--- config.mk ---
export PLATFORM = sky130hd
export DESIGN_NAME = cdlb_top
export DESIGN_NICKNAME = d
export VERILOG_FILES = /design/src/rtl/cdlb_pkg.sv /design/src/rtl/cdlb_cond.sv /design/src/rtl/cdlb_sync.sv /design/src/rtl/cdlb_top.sv
export SDC_FILE = /design/constraint.sdc
export NUM_CORES = 2
export LEC_CHECK = 0
export BUFFER_PORTS_ARGS = -buffer_cell sky130_fd_sc_hd__buf_2
export CAP_MARGIN = 40
export CORE_ASPECT_RATIO = 0.5
export CORE_MARGIN = 5
export CORE_UTILIZATION = 30
export DETAILED_ROUTE_END_ITERATION = 10
export GPL_ROUTABILITY_DRIVEN = 0
export PLACE_DENSITY_LB_ADDON = 0.08
export SLEW_MARGIN = 20
export SYNTH_ARGS = -nofsm -noshare
export SYNTH_HDL_FRONTEND = slang
export SYNTH_HIERARCHICAL = 1
export SYNTH_SLANG_ARGS = --single-unit
export TNS_END_PERCENT = 100
--- constraint.sdc ---
create_clock -name mclk -period 36.8 [get_ports mclk]
set_clock_uncertainty 0.05 [all_clocks]
set_input_delay 7.36 -clock mclk [delete_from_list [all_inputs] [get_ports mclk]]
set_output_delay 7.36 -clock mclk [all_outputs]
set_load 0.02 [all_outputs]
--- src/rtl/cdlb_pkg.sv ---
// Purpose: Shared constants and types of the configurable discrete logic block.
// Assumes: 20 MHz mclk, APB register access, one scan every SCAN_PERIOD_MS.
// Notes: Every offset, CTRL and SRC field position, reset value and timing count is named here once.
package cdlb_pkg;

   ////////////////////////////////////////////////////////////////////////////
   // Timing.
   localparam int unsigned CLK_HZ = 20_000_000;
   localparam int unsigned SCAN_PERIOD_MS = 100;
   localparam int unsigned SCAN_CYCLES = (CLK_HZ / 1000) * SCAN_PERIOD_MS;
   localparam int unsigned SCANS_PER_SEC = 1000 / SCAN_PERIOD_MS;

   ////////////////////////////////////////////////////////////////////////////
   // Register map (byte addresses) and field layout.
   localparam logic [11:0] ADDR_CTRL = 12'h000;
   localparam logic [11:0] ADDR_SRC = 12'h004;
   localparam logic [11:0] ADDR_CTIME = 12'h008;
   localparam logic [11:0] ADDR_STATUS = 12'h00C;
   localparam logic [11:0] ADDR_EQ_BASE = 12'h040;
   localparam int unsigned CTRL_MODE_LSB = 0;
   localparam int unsigned CTRL_COND_LSB = 4;
   localparam int unsigned SRC_BITS = 2;
   localparam int unsigned NUM_SRC = 9;
   localparam int unsigned SRC_RESET_IDX = 8;
   localparam logic [6:0] CTRL_RST = 7'h00;
   localparam logic [17:0] SRC_RST = 18'h00000;
   localparam logic [15:0] CTIME_RST = 16'h0000;
   localparam logic [31:0] EQ_RST = 32'h00000000;

   ////////////////////////////////////////////////////////////////////////////
   // Equation storage and evaluator sizes.
   localparam int unsigned EQ_CHARS = 64;
   localparam int unsigned EQ_WORDS = EQ_CHARS / 4;
   localparam int unsigned STK_DEPTH = 16;
   localparam logic [1:0] NEG_TAIL = 2'h2;

   ////////////////////////////////////////////////////////////////////////////
   // Equation characters.
   localparam logic [7:0] CH_NUL = 8'h00;
   localparam logic [7:0] CH_AND = 8'h2A;
   localparam logic [7:0] CH_OR = 8'h2B;
   localparam logic [7:0] CH_XOR = 8'h5E;
   localparam logic [7:0] CH_LP = 8'h28;
   localparam logic [7:0] CH_RP = 8'h29;
   localparam logic [7:0] CH_ZERO = 8'h30;
   localparam logic [7:0] CH_ONE = 8'h31;
   localparam logic [7:0] CH_A = 8'h41;
   localparam logic [7:0] CH_H = 8'h48;
   localparam logic [7:0] CH_N = 8'h4E;
   localparam logic [7:0] CH_O = 8'h4F;
   localparam logic [7:0] CH_FOLD = 8'hDF;

   ////////////////////////////////////////////////////////////////////////////
   // Types.
   typedef enum logic [3:0] {MODE_AND, MODE_OR, MODE_XOR, MODE_SET_CLEAR_LATCH, MODE_INVERT_LATCH,
                             MODE_ONE_SHOT, MODE_PASS, MODE_EQUATION, MODE_INVERTER} cdlb_mode_e;
   typedef enum logic [2:0] {COND_NONE, COND_DELAY, COND_EXTEND, COND_PULSE,
                             COND_RETRIGGER_PULSE} cdlb_cond_e;
   typedef enum logic [1:0] {SRC_OFF, SRC_PARAM, SRC_ZERO, SRC_ONE} cdlb_src_e;
   typedef enum logic [2:0] {OP_LP, OP_NOT, OP_AND, OP_OR, OP_XOR} cdlb_op_e;
   typedef enum logic [1:0] {EV_IDLE, EV_RUN, EV_FLUSH, EV_DONE} cdlb_ev_e;

endpackage

--- src/rtl/cdlb_cond.sv ---
// Purpose: Condition stage shaping the intermediate result by type and time.
// Assumes: step pulses once per scan; time_scans is the time in scans.
// Notes: A time of zero (OFF) makes every type behave as NONE.
`timescale 1ns/1ps
`default_nettype none
module cdlb_cond
   import cdlb_pkg::*;
(
   input wire logic mclk,
   input wire logic reset,
   input wire logic step,
   input wire logic din,
   input wire cdlb_cond_e cond_type,
   input wire logic [19:0] time_scans,
   output logic dout
);

   logic [19:0] cnt_r;
   logic [19:0] cnt_nxt;
   logic prev_r;
   logic dout_nxt;
   logic [20:0] cnt_inc;
   logic rise;
   logic expired;

   assign cnt_inc = {1'b0, cnt_r} + 21'h000001;
   assign expired = cnt_inc >= {1'b0, time_scans};
   assign rise = din & ~prev_r;

   ////////////////////////////////////////////////////////////////////////////
   // Next state per type, evaluated only on a scan step.
   always_comb begin
      cnt_nxt = cnt_r;
      dout_nxt = dout;
      if (time_scans == 20'h00000) begin
         dout_nxt = din;
      end else begin
         unique case (cond_type)
            COND_DELAY: begin
               // Output turns on after the input has held ON for the time.
               cnt_nxt = din ? (expired ? cnt_r : cnt_inc[19:0]) : 20'h00000;
               dout_nxt = din & expired;
            end
            COND_EXTEND: begin
               // Output follows the input up and lingers after it falls.
               if (din) begin
                  dout_nxt = 1'b1;
                  cnt_nxt = 20'h00000;
               end else if (dout) begin
                  dout_nxt = ~expired;
                  cnt_nxt = cnt_inc[19:0];
               end
            end
            COND_PULSE, COND_RETRIGGER_PULSE: begin
               // A plain pulse ignores edges while it runs; retrigger restarts.
               if (rise && (!dout || cond_type == COND_RETRIGGER_PULSE)) begin
                  dout_nxt = 1'b1;
                  cnt_nxt = 20'h00000;
               end else if (dout) begin
                  dout_nxt = ~expired;
                  cnt_nxt = cnt_inc[19:0];
               end
            end
            default: begin
               dout_nxt = din;
            end
         endcase
      end
   end

   ////////////////////////////////////////////////////////////////////////////
   // State registers.
   always_ff @(posedge mclk or posedge reset) begin
      if (reset) begin
         cnt_r <= 20'h00000;
         prev_r <= 1'b0;
         dout <= 1'b0;
      end else if (step) begin
         cnt_r <= cnt_nxt;
         prev_r <= din;
         dout <= dout_nxt;
      end
   end

endmodule
`default_nettype wire

--- src/rtl/cdlb_sync.sv ---
// Purpose: Three-stage synchroniser with agreement filter for discrete pins.
// Assumes: Pins are asynchronous to mclk.
// Notes: A change is accepted once the second and third stages agree.
`timescale 1ns/1ps
`default_nettype none
module cdlb_sync
   import cdlb_pkg::*;
(
   input wire logic mclk,
   input wire logic reset,
   input wire logic [NUM_SRC-1:0] pin_raw,
   output logic [NUM_SRC-1:0] pin_clean
);

   ////////////////////////////////////////////////////////////////////////////
   // One chain per pin; the first stage feeds only the second.
   genvar gi;
   generate
      for (gi = 0; gi < NUM_SRC; gi = gi + 1) begin : g_pin
         logic s1_r;
         logic s2_r;
         logic s3_r;
         always_ff @(posedge mclk or posedge reset) begin
            if (reset) begin
               s1_r <= 1'b0;
               s2_r <= 1'b0;
               s3_r <= 1'b0;
               pin_clean[gi] <= 1'b0;
            end else begin
               s1_r <= pin_raw[gi];
               s2_r <= s1_r;
               s3_r <= s2_r;
               if (s2_r == s3_r) begin
                  pin_clean[gi] <= s3_r;
               end
            end
         end
      end
   endgenerate

endmodule
`default_nettype wire

--- src/rtl/cdlb_top.sv ---
// Purpose: Configurable discrete logic block with APB registers, one output.
// Assumes: APB master with full-word accesses; discrete pins asynchronous.
// Notes: One scan per SCAN_LEN clocks (SCAN_CYCLES by default); equation evaluated char by char.
//
// Overview of operation
// AND: result ON only when every programmed input is ON.
// OR: result ON when at least one programmed input is ON.
// XOR: only inputs A and B; ON when exactly one is ON.
// Configure two inputs or more; inputs set OFF are left out.
// Set/clear latch: A rising sets; B rising clears while A is OFF.
// Toggle latch: A rising inverts result; falling edges change nothing.
// One-shot: A rising gives ON for exactly one scan, then OFF.
// Pass: input A goes unchanged to the condition stage.
// Condition stage: none, delay, extend, pulse, retrigger pulse, timed in seconds.
// One discrete output per block after the condition stage.
// Equation mode takes text of up to 64 characters.
// Symbols: * AND, + OR, ^ XOR, NEG NOT, A-H inputs, 1/0.
// Letter O is the block output from the previous scan.
// Precedence: parentheses, then NOT, then AND, then OR and XOR.
// Equation mode has eight sources: OFF, parameter, zero or one.
// Equation mode: reset discrete ON forces the output OFF.
// Inverter: output is the complement of the single input.
// Inputs sampled once per scan; edges compare with the previous scan.
`timescale 1ns/1ps
`default_nettype none
module cdlb_top
   import cdlb_pkg::*;
#(
   parameter int unsigned SCAN_LEN = SCAN_CYCLES
)
(
   input wire logic mclk,
   input wire logic reset,
   input wire logic psel,
   input wire logic penable,
   input wire logic pwrite,
   input wire logic [11:0] paddr,
   input wire logic [31:0] pwdata,
   output logic [31:0] prdata,
   output logic pready,
   output logic pslverr,
   input wire logic [7:0] disc_in,
   input wire logic reset_in,
   output logic block_discrete_output
);

   ////////////////////////////////////////////////////////////////////////////
   // Declarations.
   logic [6:0] ctrl_r;
   logic [17:0] src_r;
   logic [15:0] ctime_r;
   logic [31:0] eq_r [EQ_WORDS];
   logic [NUM_SRC-1:0] pin_clean;
   logic [NUM_SRC-1:0] src_val;
   logic [NUM_SRC-1:0] src_prog;
   logic [NUM_SRC-1:0] cur_r;
   logic [NUM_SRC-1:0] prev_r;
   logic [20:0] scan_cnt_r;
   logic scan_tick_r;
   logic result_r;
   logic result_nxt;
   logic step_d_r;
   logic cond_out;
   logic [19:0] time_scans;
   cdlb_mode_e mode;
   cdlb_cond_e cond_type;

   cdlb_ev_e st_r;
   cdlb_ev_e st_nxt;
   logic [6:0] idx_r;
   logic [6:0] idx_nxt;
   logic [1:0] skip_r;
   logic [1:0] skip_nxt;
   logic [STK_DEPTH-1:0] vstk_r;
   logic [STK_DEPTH-1:0] vstk_nxt;
   logic [4:0] vsp_r;
   logic [4:0] vsp_nxt;
   cdlb_op_e ostk_r [STK_DEPTH];
   cdlb_op_e ostk_nxt [STK_DEPTH];
   logic [4:0] osp_r;
   logic [4:0] osp_nxt;
   logic err_r;
   logic err_nxt;
   logic eq_val_r;
   logic eq_val_nxt;

   ////////////////////////////////////////////////////////////////////////////
   // Configuration decode.
   assign mode = cdlb_mode_e'(ctrl_r[CTRL_MODE_LSB +: 4]);
   assign cond_type = cdlb_cond_e'(ctrl_r[CTRL_COND_LSB +: 3]);
   assign time_scans = 20'(ctime_r) * 20'(SCANS_PER_SEC);

   cdlb_sync u_sync (
      .mclk(mclk),
      .reset(reset),
      .pin_raw({reset_in, disc_in}),
      .pin_clean(pin_clean)
   );

   // Each source resolves to OFF, its pin, or a constant.
   genvar gs;
   generate
      for (gs = 0; gs < NUM_SRC; gs = gs + 1) begin : g_src
         cdlb_src_e sel;
         assign sel = cdlb_src_e'(src_r[gs*SRC_BITS +: SRC_BITS]);
         assign src_prog[gs] = (sel != SRC_OFF);
         assign src_val[gs] = (sel == SRC_ONE) | ((sel == SRC_PARAM) & pin_clean[gs]);
      end
   endgenerate

   ////////////////////////////////////////////////////////////////////////////
   // APB slave: one wait state, so prdata and pready both come from flops.
   logic acc;
   logic wr_en;
   logic eq_hit;
   logic addr_ok;
   logic [31:0] rd_word;

   assign acc = psel & penable & ~pready;
   assign wr_en = psel & penable & pready & pwrite & ~pslverr;
   assign eq_hit = (paddr[11:6] == ADDR_EQ_BASE[11:6]);
   assign addr_ok = eq_hit | (paddr == ADDR_CTRL) | (paddr == ADDR_SRC) | (paddr == ADDR_CTIME) |
                    (paddr == ADDR_STATUS);
   assign rd_word = eq_hit ? eq_r[paddr[5:2]] :
                    (paddr == ADDR_CTRL) ? {25'h0000000, ctrl_r} :
                    (paddr == ADDR_SRC) ? {14'h0000, src_r} :
                    (paddr == ADDR_CTIME) ? {16'h0000, ctime_r} :
                    (paddr == ADDR_STATUS) ? {19'h00000, (st_r != EV_IDLE), err_r, cur_r,
                                              result_r, block_discrete_output} :
                    32'h00000000;

   // Answer phase: an unmapped address reads zero and flags an error.
   always_ff @(posedge mclk or posedge reset) begin
      if (reset) begin
         pready <= 1'b0;
         pslverr <= 1'b0;
         prdata <= 32'h00000000;
      end else begin
         pready <= acc;
         pslverr <= acc & ~addr_ok;
         prdata <= acc ? rd_word : 32'h00000000;
      end
   end

   // Configuration registers; a write lands at the edge that sees pready.
   always_ff @(posedge mclk or posedge reset) begin
      if (reset) begin
         ctrl_r <= CTRL_RST;
         src_r <= SRC_RST;
         ctime_r <= CTIME_RST;
      end else if (wr_en) begin
         if (paddr == ADDR_CTRL) ctrl_r <= pwdata[6:0];
         if (paddr == ADDR_SRC) src_r <= pwdata[17:0];
         if (paddr == ADDR_CTIME) ctime_r <= pwdata[15:0];
      end
   end

   // Equation text: 64 characters, four to a word, first char in bits 7:0.
   genvar gw;
   generate
      for (gw = 0; gw < EQ_WORDS; gw = gw + 1) begin : g_eq
         always_ff @(posedge mclk or posedge reset) begin
            if (reset) begin
               eq_r[gw] <= EQ_RST;
            end else if (wr_en && eq_hit && paddr[5:2] == 4'(gw)) begin
               eq_r[gw] <= pwdata;
            end
         end
      end
   endgenerate

   ////////////////////////////////////////////////////////////////////////////
   // Scan timer and per-scan sampling of every source.
   always_ff @(posedge mclk or posedge reset) begin
      if (reset) begin
         scan_cnt_r <= 21'h000000;
         scan_tick_r <= 1'b0;
         cur_r <= '0;
         prev_r <= '0;
      end else begin
         scan_tick_r <= (scan_cnt_r == 21'(SCAN_LEN - 1));
         scan_cnt_r <= (scan_cnt_r == 21'(SCAN_LEN - 1)) ? 21'h000000 : scan_cnt_r + 21'h000001;
         if (scan_tick_r) begin
            cur_r <= src_val;
            prev_r <= cur_r;
         end
      end
   end

   ////////////////////////////////////////////////////////////////////////////
   // Equation evaluator: shunting-yard with immediate reduction, one action per
   // clock. A scan is far longer than the worst case of about 130 clocks.
   logic [7:0] ch;
   logic [7:0] chu;
   logic [4:0] vsp_m1;
   logic [4:0] vsp_m2;
   logic [4:0] osp_m1;
   cdlb_op_e top_op;
   cdlb_op_e new_op;
   logic is_operand;
   logic operand;
   logic is_binop;

   assign ch = eq_r[idx_r[5:2]][{idx_r[1:0], 3'b000} +: 8];
   assign chu = ch & CH_FOLD;
   assign vsp_m1 = vsp_r - 5'h01;
   assign vsp_m2 = vsp_r - 5'h02;
   assign osp_m1 = osp_r - 5'h01;
   assign top_op = ostk_r[osp_m1[3:0]];
   assign is_operand = (chu >= CH_A && chu <= CH_H) || chu == CH_O || ch == CH_ZERO || ch == CH_ONE;
   assign operand = (chu == CH_O) ? block_discrete_output :
                    (ch == CH_ONE) ? 1'b1 :
                    (ch == CH_ZERO) ? 1'b0 :
                    cur_r[3'(chu - CH_A)];
   assign is_binop = (ch == CH_AND) || (ch == CH_OR) || (ch == CH_XOR);
   assign new_op = (ch == CH_AND) ? OP_AND : (ch == CH_OR) ? OP_OR : OP_XOR;

   // Binding strength; the open parenthesis never reduces.
   function automatic logic [1:0] cdlb_prec(input cdlb_op_e op);
      unique case (op)
         OP_NOT: cdlb_prec = 2'h3;
         OP_AND: cdlb_prec = 2'h2;
         OP_OR, OP_XOR: cdlb_prec = 2'h1;
         default: cdlb_prec = 2'h0;
      endcase
   endfunction

   always_comb begin
      logic reduce;
      logic push_v;
      logic push_o;
      cdlb_op_e op_in;
      reduce = 1'b0;
      push_v = 1'b0;
      push_o = 1'b0;
      op_in = OP_LP;
      st_nxt = st_r;
      idx_nxt = idx_r;
      skip_nxt = skip_r;
      vstk_nxt = vstk_r;
      vsp_nxt = vsp_r;
      ostk_nxt = ostk_r;
      osp_nxt = osp_r;
      err_nxt = err_r;
      eq_val_nxt = eq_val_r;
      unique case (st_r)
         EV_IDLE: begin
            if (scan_tick_r) begin
               st_nxt = EV_RUN;
               idx_nxt = 7'h00;
               skip_nxt = 2'h0;
               vsp_nxt = 5'h00;
               osp_nxt = 5'h00;
               err_nxt = 1'b0;
            end
         end
         EV_RUN: begin
            if (idx_r[6] || ch == CH_NUL) begin
               st_nxt = EV_FLUSH;
            end else if (skip_r != 2'h0) begin
               skip_nxt = skip_r - 2'h1;
               idx_nxt = idx_r + 7'h01;
            end else if (is_operand) begin
               push_v = 1'b1;
               idx_nxt = idx_r + 7'h01;
            end else if (chu == CH_N) begin
               // Negation is unary prefix: stacked without reducing anything.
               push_o = 1'b1;
               op_in = OP_NOT;
               skip_nxt = NEG_TAIL;
               idx_nxt = idx_r + 7'h01;
            end else if (ch == CH_LP) begin
               push_o = 1'b1;
               idx_nxt = idx_r + 7'h01;
            end else if (ch == CH_RP) begin
               if (osp_r == 5'h00) begin
                  err_nxt = 1'b1;
                  idx_nxt = idx_r + 7'h01;
               end else if (top_op == OP_LP) begin
                  osp_nxt = osp_m1;
                  idx_nxt = idx_r + 7'h01;
               end else begin
                  reduce = 1'b1;
               end
            end else if (is_binop) begin
               if (osp_r != 5'h00 && top_op != OP_LP && cdlb_prec(top_op) >= cdlb_prec(new_op)) begin
                  reduce = 1'b1;
               end else begin
                  push_o = 1'b1;
                  op_in = new_op;
                  idx_nxt = idx_r + 7'h01;
               end
            end else begin
               idx_nxt = idx_r + 7'h01;
            end
         end
         EV_FLUSH: begin
            if (osp_r == 5'h00) begin
               eq_val_nxt = (vsp_r == 5'h01) & ~err_r & vstk_r[0];
               err_nxt = err_r | (vsp_r != 5'h01);
               st_nxt = EV_DONE;
            end else if (top_op == OP_LP) begin
               osp_nxt = osp_m1;
               err_nxt = 1'b1;
            end else begin
               reduce = 1'b1;
            end
         end
         EV_DONE: begin
            st_nxt = EV_IDLE;
         end
      endcase
      if (push_v) begin
         if (vsp_r[4]) begin
            err_nxt = 1'b1;
         end else begin
            vstk_nxt[vsp_r[3:0]] = operand;
            vsp_nxt = vsp_r + 5'h01;
         end
      end
      if (push_o) begin
         if (osp_r[4]) begin
            err_nxt = 1'b1;
         end else begin
            ostk_nxt[osp_r[3:0]] = op_in;
            osp_nxt = osp_r + 5'h01;
         end
      end
      if (reduce) begin
         osp_nxt = osp_m1;
         if (top_op == OP_NOT) begin
            if (vsp_r == 5'h00) err_nxt = 1'b1;
            else vstk_nxt[vsp_m1[3:0]] = ~vstk_r[vsp_m1[3:0]];
         end else if (vsp_r < 5'h02) begin
            err_nxt = 1'b1;
         end else begin
            vsp_nxt = vsp_m1;
            unique case (top_op)
               OP_AND: vstk_nxt[vsp_m2[3:0]] = vstk_r[vsp_m2[3:0]] & vstk_r[vsp_m1[3:0]];
               OP_OR: vstk_nxt[vsp_m2[3:0]] = vstk_r[vsp_m2[3:0]] | vstk_r[vsp_m1[3:0]];
               default: vstk_nxt[vsp_m2[3:0]] = vstk_r[vsp_m2[3:0]] ^ vstk_r[vsp_m1[3:0]];
            endcase
         end
      end
   end

   // Evaluator registers; stacks need no reset since pointers gate them.
   always_ff @(posedge mclk or posedge reset) begin
      if (reset) begin
         st_r <= EV_IDLE;
         idx_r <= 7'h00;
         skip_r <= 2'h0;
         vsp_r <= 5'h00;
         osp_r <= 5'h00;
         err_r <= 1'b0;
         eq_val_r <= 1'b0;
      end else begin
         st_r <= st_nxt;
         idx_r <= idx_nxt;
         skip_r <= skip_nxt;
         vsp_r <= vsp_nxt;
         osp_r <= osp_nxt;
         err_r <= err_nxt;
         eq_val_r <= eq_val_nxt;
      end
   end

   always_ff @(posedge mclk) begin
      vstk_r <= vstk_nxt;
      ostk_r <= ostk_nxt;
   end

   ////////////////////////////////////////////////////////////////////////////
   // Operator stage: runs once per scan when the evaluator finishes.
   logic step;
   logic in_a;
   logic in_b;
   logic rise_a;
   logic rise_b;

   assign step = (st_r == EV_DONE);
   assign in_a = cur_r[0];
   assign in_b = cur_r[1];
   assign rise_a = cur_r[0] & ~prev_r[0];
   assign rise_b = cur_r[1] & ~prev_r[1];

   always_comb begin
      result_nxt = result_r;
      unique case (mode)
         MODE_AND: result_nxt = &(cur_r[7:0] | ~src_prog[7:0]);
         MODE_OR: result_nxt = |(cur_r[7:0] & src_prog[7:0]);
         MODE_XOR: result_nxt = in_a ^ in_b;
         MODE_SET_CLEAR_LATCH: begin
            if (rise_a) result_nxt = 1'b1;
            else if (rise_b && !in_a) result_nxt = 1'b0;
         end
         MODE_INVERT_LATCH: result_nxt = result_r ^ rise_a;
         MODE_ONE_SHOT: result_nxt = rise_a;
         MODE_PASS: result_nxt = in_a;
         MODE_EQUATION: result_nxt = eq_val_nxt;
         MODE_INVERTER: result_nxt = ~in_a;
         default: result_nxt = 1'b0;
      endcase
   end

   cdlb_cond u_cond (
      .mclk(mclk),
      .reset(reset),
      .step(step),
      .din(result_nxt),
      .cond_type(cond_type),
      .time_scans(time_scans),
      .dout(cond_out)
   );

   // Final output one clock after the step, once the condition stage settles.
   // The inverter bypasses the condition stage, as it has no timing prompts.
   always_ff @(posedge mclk or posedge reset) begin
      if (reset) begin
         result_r <= 1'b0;
         step_d_r <= 1'b0;
         block_discrete_output <= 1'b0;
      end else begin
         step_d_r <= step;
         if (step) result_r <= result_nxt;
         if (step_d_r) begin
            if (mode == MODE_INVERTER) block_discrete_output <= result_r;
            else if (mode == MODE_EQUATION && cur_r[SRC_RESET_IDX]) block_discrete_output <= 1'b0;
            else block_discrete_output <= cond_out;
         end
      end
   end

endmodule
`default_nettype wire

==> Word-level counts from Yosys, hierarchy flattened <==
Cells that the tools add are included.
{ "word_totals": {"register_bits": 767, "inputBits": 58, "output_inout_bits": 35, "elab_cells": 519} }
{ "op_classes": {"addsub": 10, "n_mul": 1, "n_lt_le_gt_ge": 17, "n_eq_ne": 90, "shift": 1, "mux": 178, "bitwise_logic": 59, "n_reduce_logical": 72} }
{ "op_table": {"columns": ["cell", "n"], "rows": [
  ["binary-select mux 32 bit (select 4 bit)", 2],
  ["2-to-1 mux 32 bit", 6],
  ["2-to-1 mux 16 bit", 7],
  ["2-to-1 mux 20 bit", 5],
  ["2-to-1 mux 5 bit", 19],
  ["bitwise mux 16 bit", 5],
  ["2-to-1 mux 7 bit", 11],
  ["2-to-1 mux 1 bit", 60],
  ["case mux 20 bit (3 select lines)", 1],
  ["bitwise mux 48 bit", 1],
  ["equality test 8 x 6 -> 1 bit, second input constant", 6],
  ["2-to-1 mux 2 bit", 24],
  ["2-to-1 mux 3 bit", 14],
  ["equality test 4 bit, second input constant", 9],
  ["2-to-1 mux 18 bit", 2],
  ["equality test 4 x 3 -> 1 bit, second input constant", 8],
  ["case mux 16 bit (2 select lines)", 1],
  ["variable part select 32 x 6 -> 8 bit", 1],
  ["logical AND 1 bit", 27],
  ["equality test 12 x 4 -> 1 bit, second input constant", 2],
  ["AND 1 bit", 22],
  ["equality test 2 bit, second input constant", 11],
  ["nonzero test 2 bit", 11],
  ["adder 20 x 1 -> 21 bit, second input constant", 1],
  ["75 further kinds", 172]
]} }

==> Longest topological paths before layout <==
{ "depth": {"word_depth": 34, "depth_mapped": 30} }

==> By module <==
Netlist, hierarchy kept.
{ "by_module_without_submodules": {"columns": ["mod", "instances", "cells_per_inst", "area_per_inst_um2"], "rows": [
  ["cdlb_top", 1, 3017, 40043.4],
  ["cdlb_cond", 1, 236, 2040.7],
  ["cdlb_sync", 1, 46, 1006.0]
]} }

==> Least setup slack after synthesis <==
OpenSTA, ideal clock, no wires.
{ "synth_timing": {"path_kind": "input to register", "startpoint": "in paddr[2]", "endpoint": "reg eq_r[135] (netlist name)", "arrival_time_ns": 9.612, "required_ns": 36.625, "setup_slack_ns": 27.013, "stages": 7, "cell_sequence": "clkbuf_1 -> clkbuf_1 -> clkbuf_1 -> nand2_1 -> nor3_1 -> clkbuf_1 -> mux2_2"} }
{ "synth_between": {"elab_chain_cells": 2} }
{ "synth_lines": {"columns": ["element", "line_no", "text"], "rows": [
  ["from (decl)", "cdlb_top.sv:37", "input wire logic [11:0] paddr,"],
  ["equality test 4 bit", "cdlb_top.sv:165", "end else if (wr_en && eq_hit && paddr[5:2] == 4'(gw)) begin"],
  ["logical AND 1 bit", "cdlb_top.sv:165", null],
  ["to (signal, indexed assignment)", "cdlb_top.sv:166", "eq_r[gw] <= pwdata;"],
  ["to (decl)", "cdlb_top.sv:52", "logic [31:0] eq_r [EQ_WORDS];"]
]} }
No other way between the ends.
A chain may end at the register's enable or synchronous reset.

==> Worst setup path in the final report <==
{ "layout_timing": {"startpoint": "in paddr[3]", "endpoint": "reg eq_r[403] (netlist name)"} }
{ "layout_between": {"elab_chain_cells": 2} }
{ "layout_lines": {"columns": ["element", "line_no"], "rows": [
  ["equality test 4 x 2 -> 1 bit", "cdlb_top.sv:165"],
  ["logical AND 1 bit", "cdlb_top.sv:165"]
]} }
No other way between the ends.

==> reports/results.txt <==
total track usage: 18.9%
post-CTS setup buffer count: 0
RSZ-0062 raised after global routing: no
Sw Pwr: 425 uW
Setup crit end kind: flip-flop
Tmin final: 10,390 ps
Hold WS: 300 ps
first-pass GRT wire length: 214,000 um
Setup WS post-layout: 26,410 ps
outcome: completed
IO Port Bufs: 92
clock net sink count: 768
synthesized area: 43,100 sq um
ys async rst share: 91.7%
Worst Tran Pin Value: 970 ps
Slew Limit Fails: 0
1st-iter DRT viols: 2,062
vias: 28,800
Final Net Count: 3,437
Core ar.: 143,000 sq um
critical path's slowest cell: nor2_4
hold crit path type: reg -> reg
DIE WIDTH: 546 um
Max VDD drop: 0.0325 mV
FF+latch count, synth: 768
Seq/Total Area, Yosys: 45.0%
Post-DP HPWL: 95,100 um
drt pass-1 iters: 5
Yosys cell types: 122
dpl ws: 25,690 ps
die area: 152,000 sq um
Final Cycle Share: 28.2%
top-count cell post-synth: dfrtp_1
Top Ports: 93
endpoints failing hold: 0
Reg power frac: 48.3%
Antenna Nets Post-Route: 0
worst rel slew slack: 35.3%
detailed-route DRC error count: 0
clk buf depth: 3
clock share of power: 48.3%
Mapped Cells: 3,299
share of cells above drive strength 1: 36.9%
Max Fanout on Critical Path: 39
FMAX: 96.2 MHz
Combinational Power Share: 3.5%
Vias/cell: 5.47
Avg Cell Area, Syn: 13.1 sq um
Most used DFF post-synth: dfrtp_1
largest net degree at the start of global routing: 158
Clk pin slew, worst setup/hold paths: 70 ps
crit-path max cell delay: 620 ps
Sw Ratio: 24.0%
number of CTS-inserted buffers: 81
Int Pwr: 1350 uW
Post-CTS Resized: 0
vias in the first global route: 29,800
Root Buffer: clkbuf_16
area leader, netlist: dfrtp_1
detailed-route wire length per cell: 27.5 um
Synth area leaders: dfrtp_1 (41%), mux2_2 (15%), mux4_2 (14%)
DIE HEIGHT: 278 um
crit-path cells: buf_6, buf_4, buf_4, nand2_1, nor2_4, buf_4, mux2_2
antenna violations before repair: 7
dominant cell type by count on the critical path: buf_4
Post-CTS Hold Fix Bufs: 0
warnings from Yosys: 6
critical path class: in -> reg
Clock Latency Late Sink: 690 ps
Initial Utilization: 30.2%
setup TNS: 0 ps
Worst Path Required: 37,310 ps
arrival time worst endpoint: 10,900 ps
total wire length: 145,000 um
Startpoint Class: input pin
Layout area overhead: 12.3%
Post-synth EDFFs: 48
global route total overflow: 0
H-tree lvl count: 3
post-synth top area share: 40.9%
leakage: 0.0207 uW
Final setup viols: 0
Post-synth top cells: dfrtp_1 (704), mux2_2 (584), mux4_2 (261), nor2_1 (156), nand2_1 (151)
TritonCTS clock tree: built
max_cap viols: 0
Site Rows: 98
Power Dens Cells: 36.6 nW/um^2
-- metrics by stage --
step                instance area [sq um]  total power, uW  instances  utilization [%]
finish                              48400             1770       5269             33.9
global placement                    45300              933       5093             31.7
floorplan                           43100              906       3300                -
global route                        48400             1840       5265             33.9
CTS                                 48400             1800       5264             33.9
detailed placement                  45700              936       5116             32.0
-- logic make-up (layout without fill, tap and decap cells) --
family | after synthesis | after routing | synth area share, %
multiplexers | 949 | 949 | 32.2
flip-flops | 768 | 768 | 45.0
AND/OR/NAND/NOR | 618 | 618 | 7.15
AO/OA/AOI/OAI | 478 | 478 | 8.14
buffers and inverters | 337 | 402 | 3.73
adder cells (fa/ha/maj) | 88 | 88 | 2.55
XOR/XNOR | 60 | 60 | 1.24
other | 1 | 6 | 0.00870
-- worst paths after layout --
kind,start,to,slack (ps),cells past startpoint
max,paddr[3],eq_r[403],26410,7
min,u_sync/g_pin[0].s1_r,u_sync/g_pin[0].s2_r,300,0
max reg2reg,idx_r[4],ostk_r[43],29370,16
min reg2reg,u_sync/g_pin[0].s1_r,u_sync/g_pin[0].s2_r,300,0
max in group asynchronous,reset,eq_r[182],26980,7
min in group asynchronous,reset,u_sync/g_pin[0].s3_r,6640,2
-- worst max-delay path: cells and delay by family --
kind,cells,cell delay (ps)
buffers and inverters,4,2070
multiplexers,1,390
AND/OR/NAND/NOR,2,980
-- power groups by stage --
stage               Sequential (uW)  Clock, uW  Combinational, uW
finish                          856        856               61.2
global route                    856        917               67.9
CTS                             856        885               63.6
detailed placement              872          0               63.4
global placement                872          0               60.3
floorplan                       872          0               34.5
-- routing by layer --
layer,wire length [um],GRT usage [%],part of all wire (%)
met5,11,0,0.0076
met4,3890,5.04,2.7
met3,6900,3.48,4.8
met2,65900,29.4,45
met1,68300,27.1,47
-- registers in the layout (all words and copies together), names as in the netlist, 2 cells and up --
register	flops
u_sync/g_pin.s1_r	9
eq_r	512
u_sync/pin_clean	9
st_r	2
ctime_r	16
src_r	18
skip_r	2
prdata	32
u_cond/cnt_r	20
u_sync/g_pin.s2_r	9
u_sync/g_pin.s3_r	9
osp_r	5
ctrl_r	7
cur_r	9
vstk_r	16
ostk_r	48
scan_cnt_r	21
idx_r	7
vsp_r	5
prev_r	2
-- cell type report --
type                            count  area, sq um
Tap cell                         1900         2380
Clock inverter                     29          352
Fill cell                       13900        94400
Inverter                           80          308
Antenna cell                        4         10.0
Multi-Input combinational cell   2195        22200
Clock buffer                      119         2330
Timing Repair Buffer              174         1390
Sequential cell                   768        19400
-- layout by cell type (no fill, tap or decap), types with 10 or more instances in the layout --
master / count
edfxtp_1: 48
a22o_1: 30
mux4_2: 261
mux4_1: 19
buf_4: 59
inv_1: 76
clkbuf_1: 24
buf_2: 90
o21ai_0: 81
xnor2_1: 40
nand2_1: 145
dfxtp_1: 16
a21o_1: 10
and2_1: 17
nand4_1: 21
xor2_1: 19
a22oi_1: 19
mux2_2: 584
o21a_1: 17
nor2_1: 147
nor2b_1: 16
mux2i_1: 80
a21oi_1: 83
clkbuf_16: 83
o211ai_1: 28
dfrtp_1: 701
nand3_1: 68
a31oi_1: 19
nor3_1: 46
and3_1: 35
a32oi_1: 11
o22ai_1: 39
clkbuf_8: 12
ha_1: 78
a211oi_1: 15
o221ai_1: 10
nand2b_1: 23
nor4_1: 13
(Power assumes the default switching activity.)
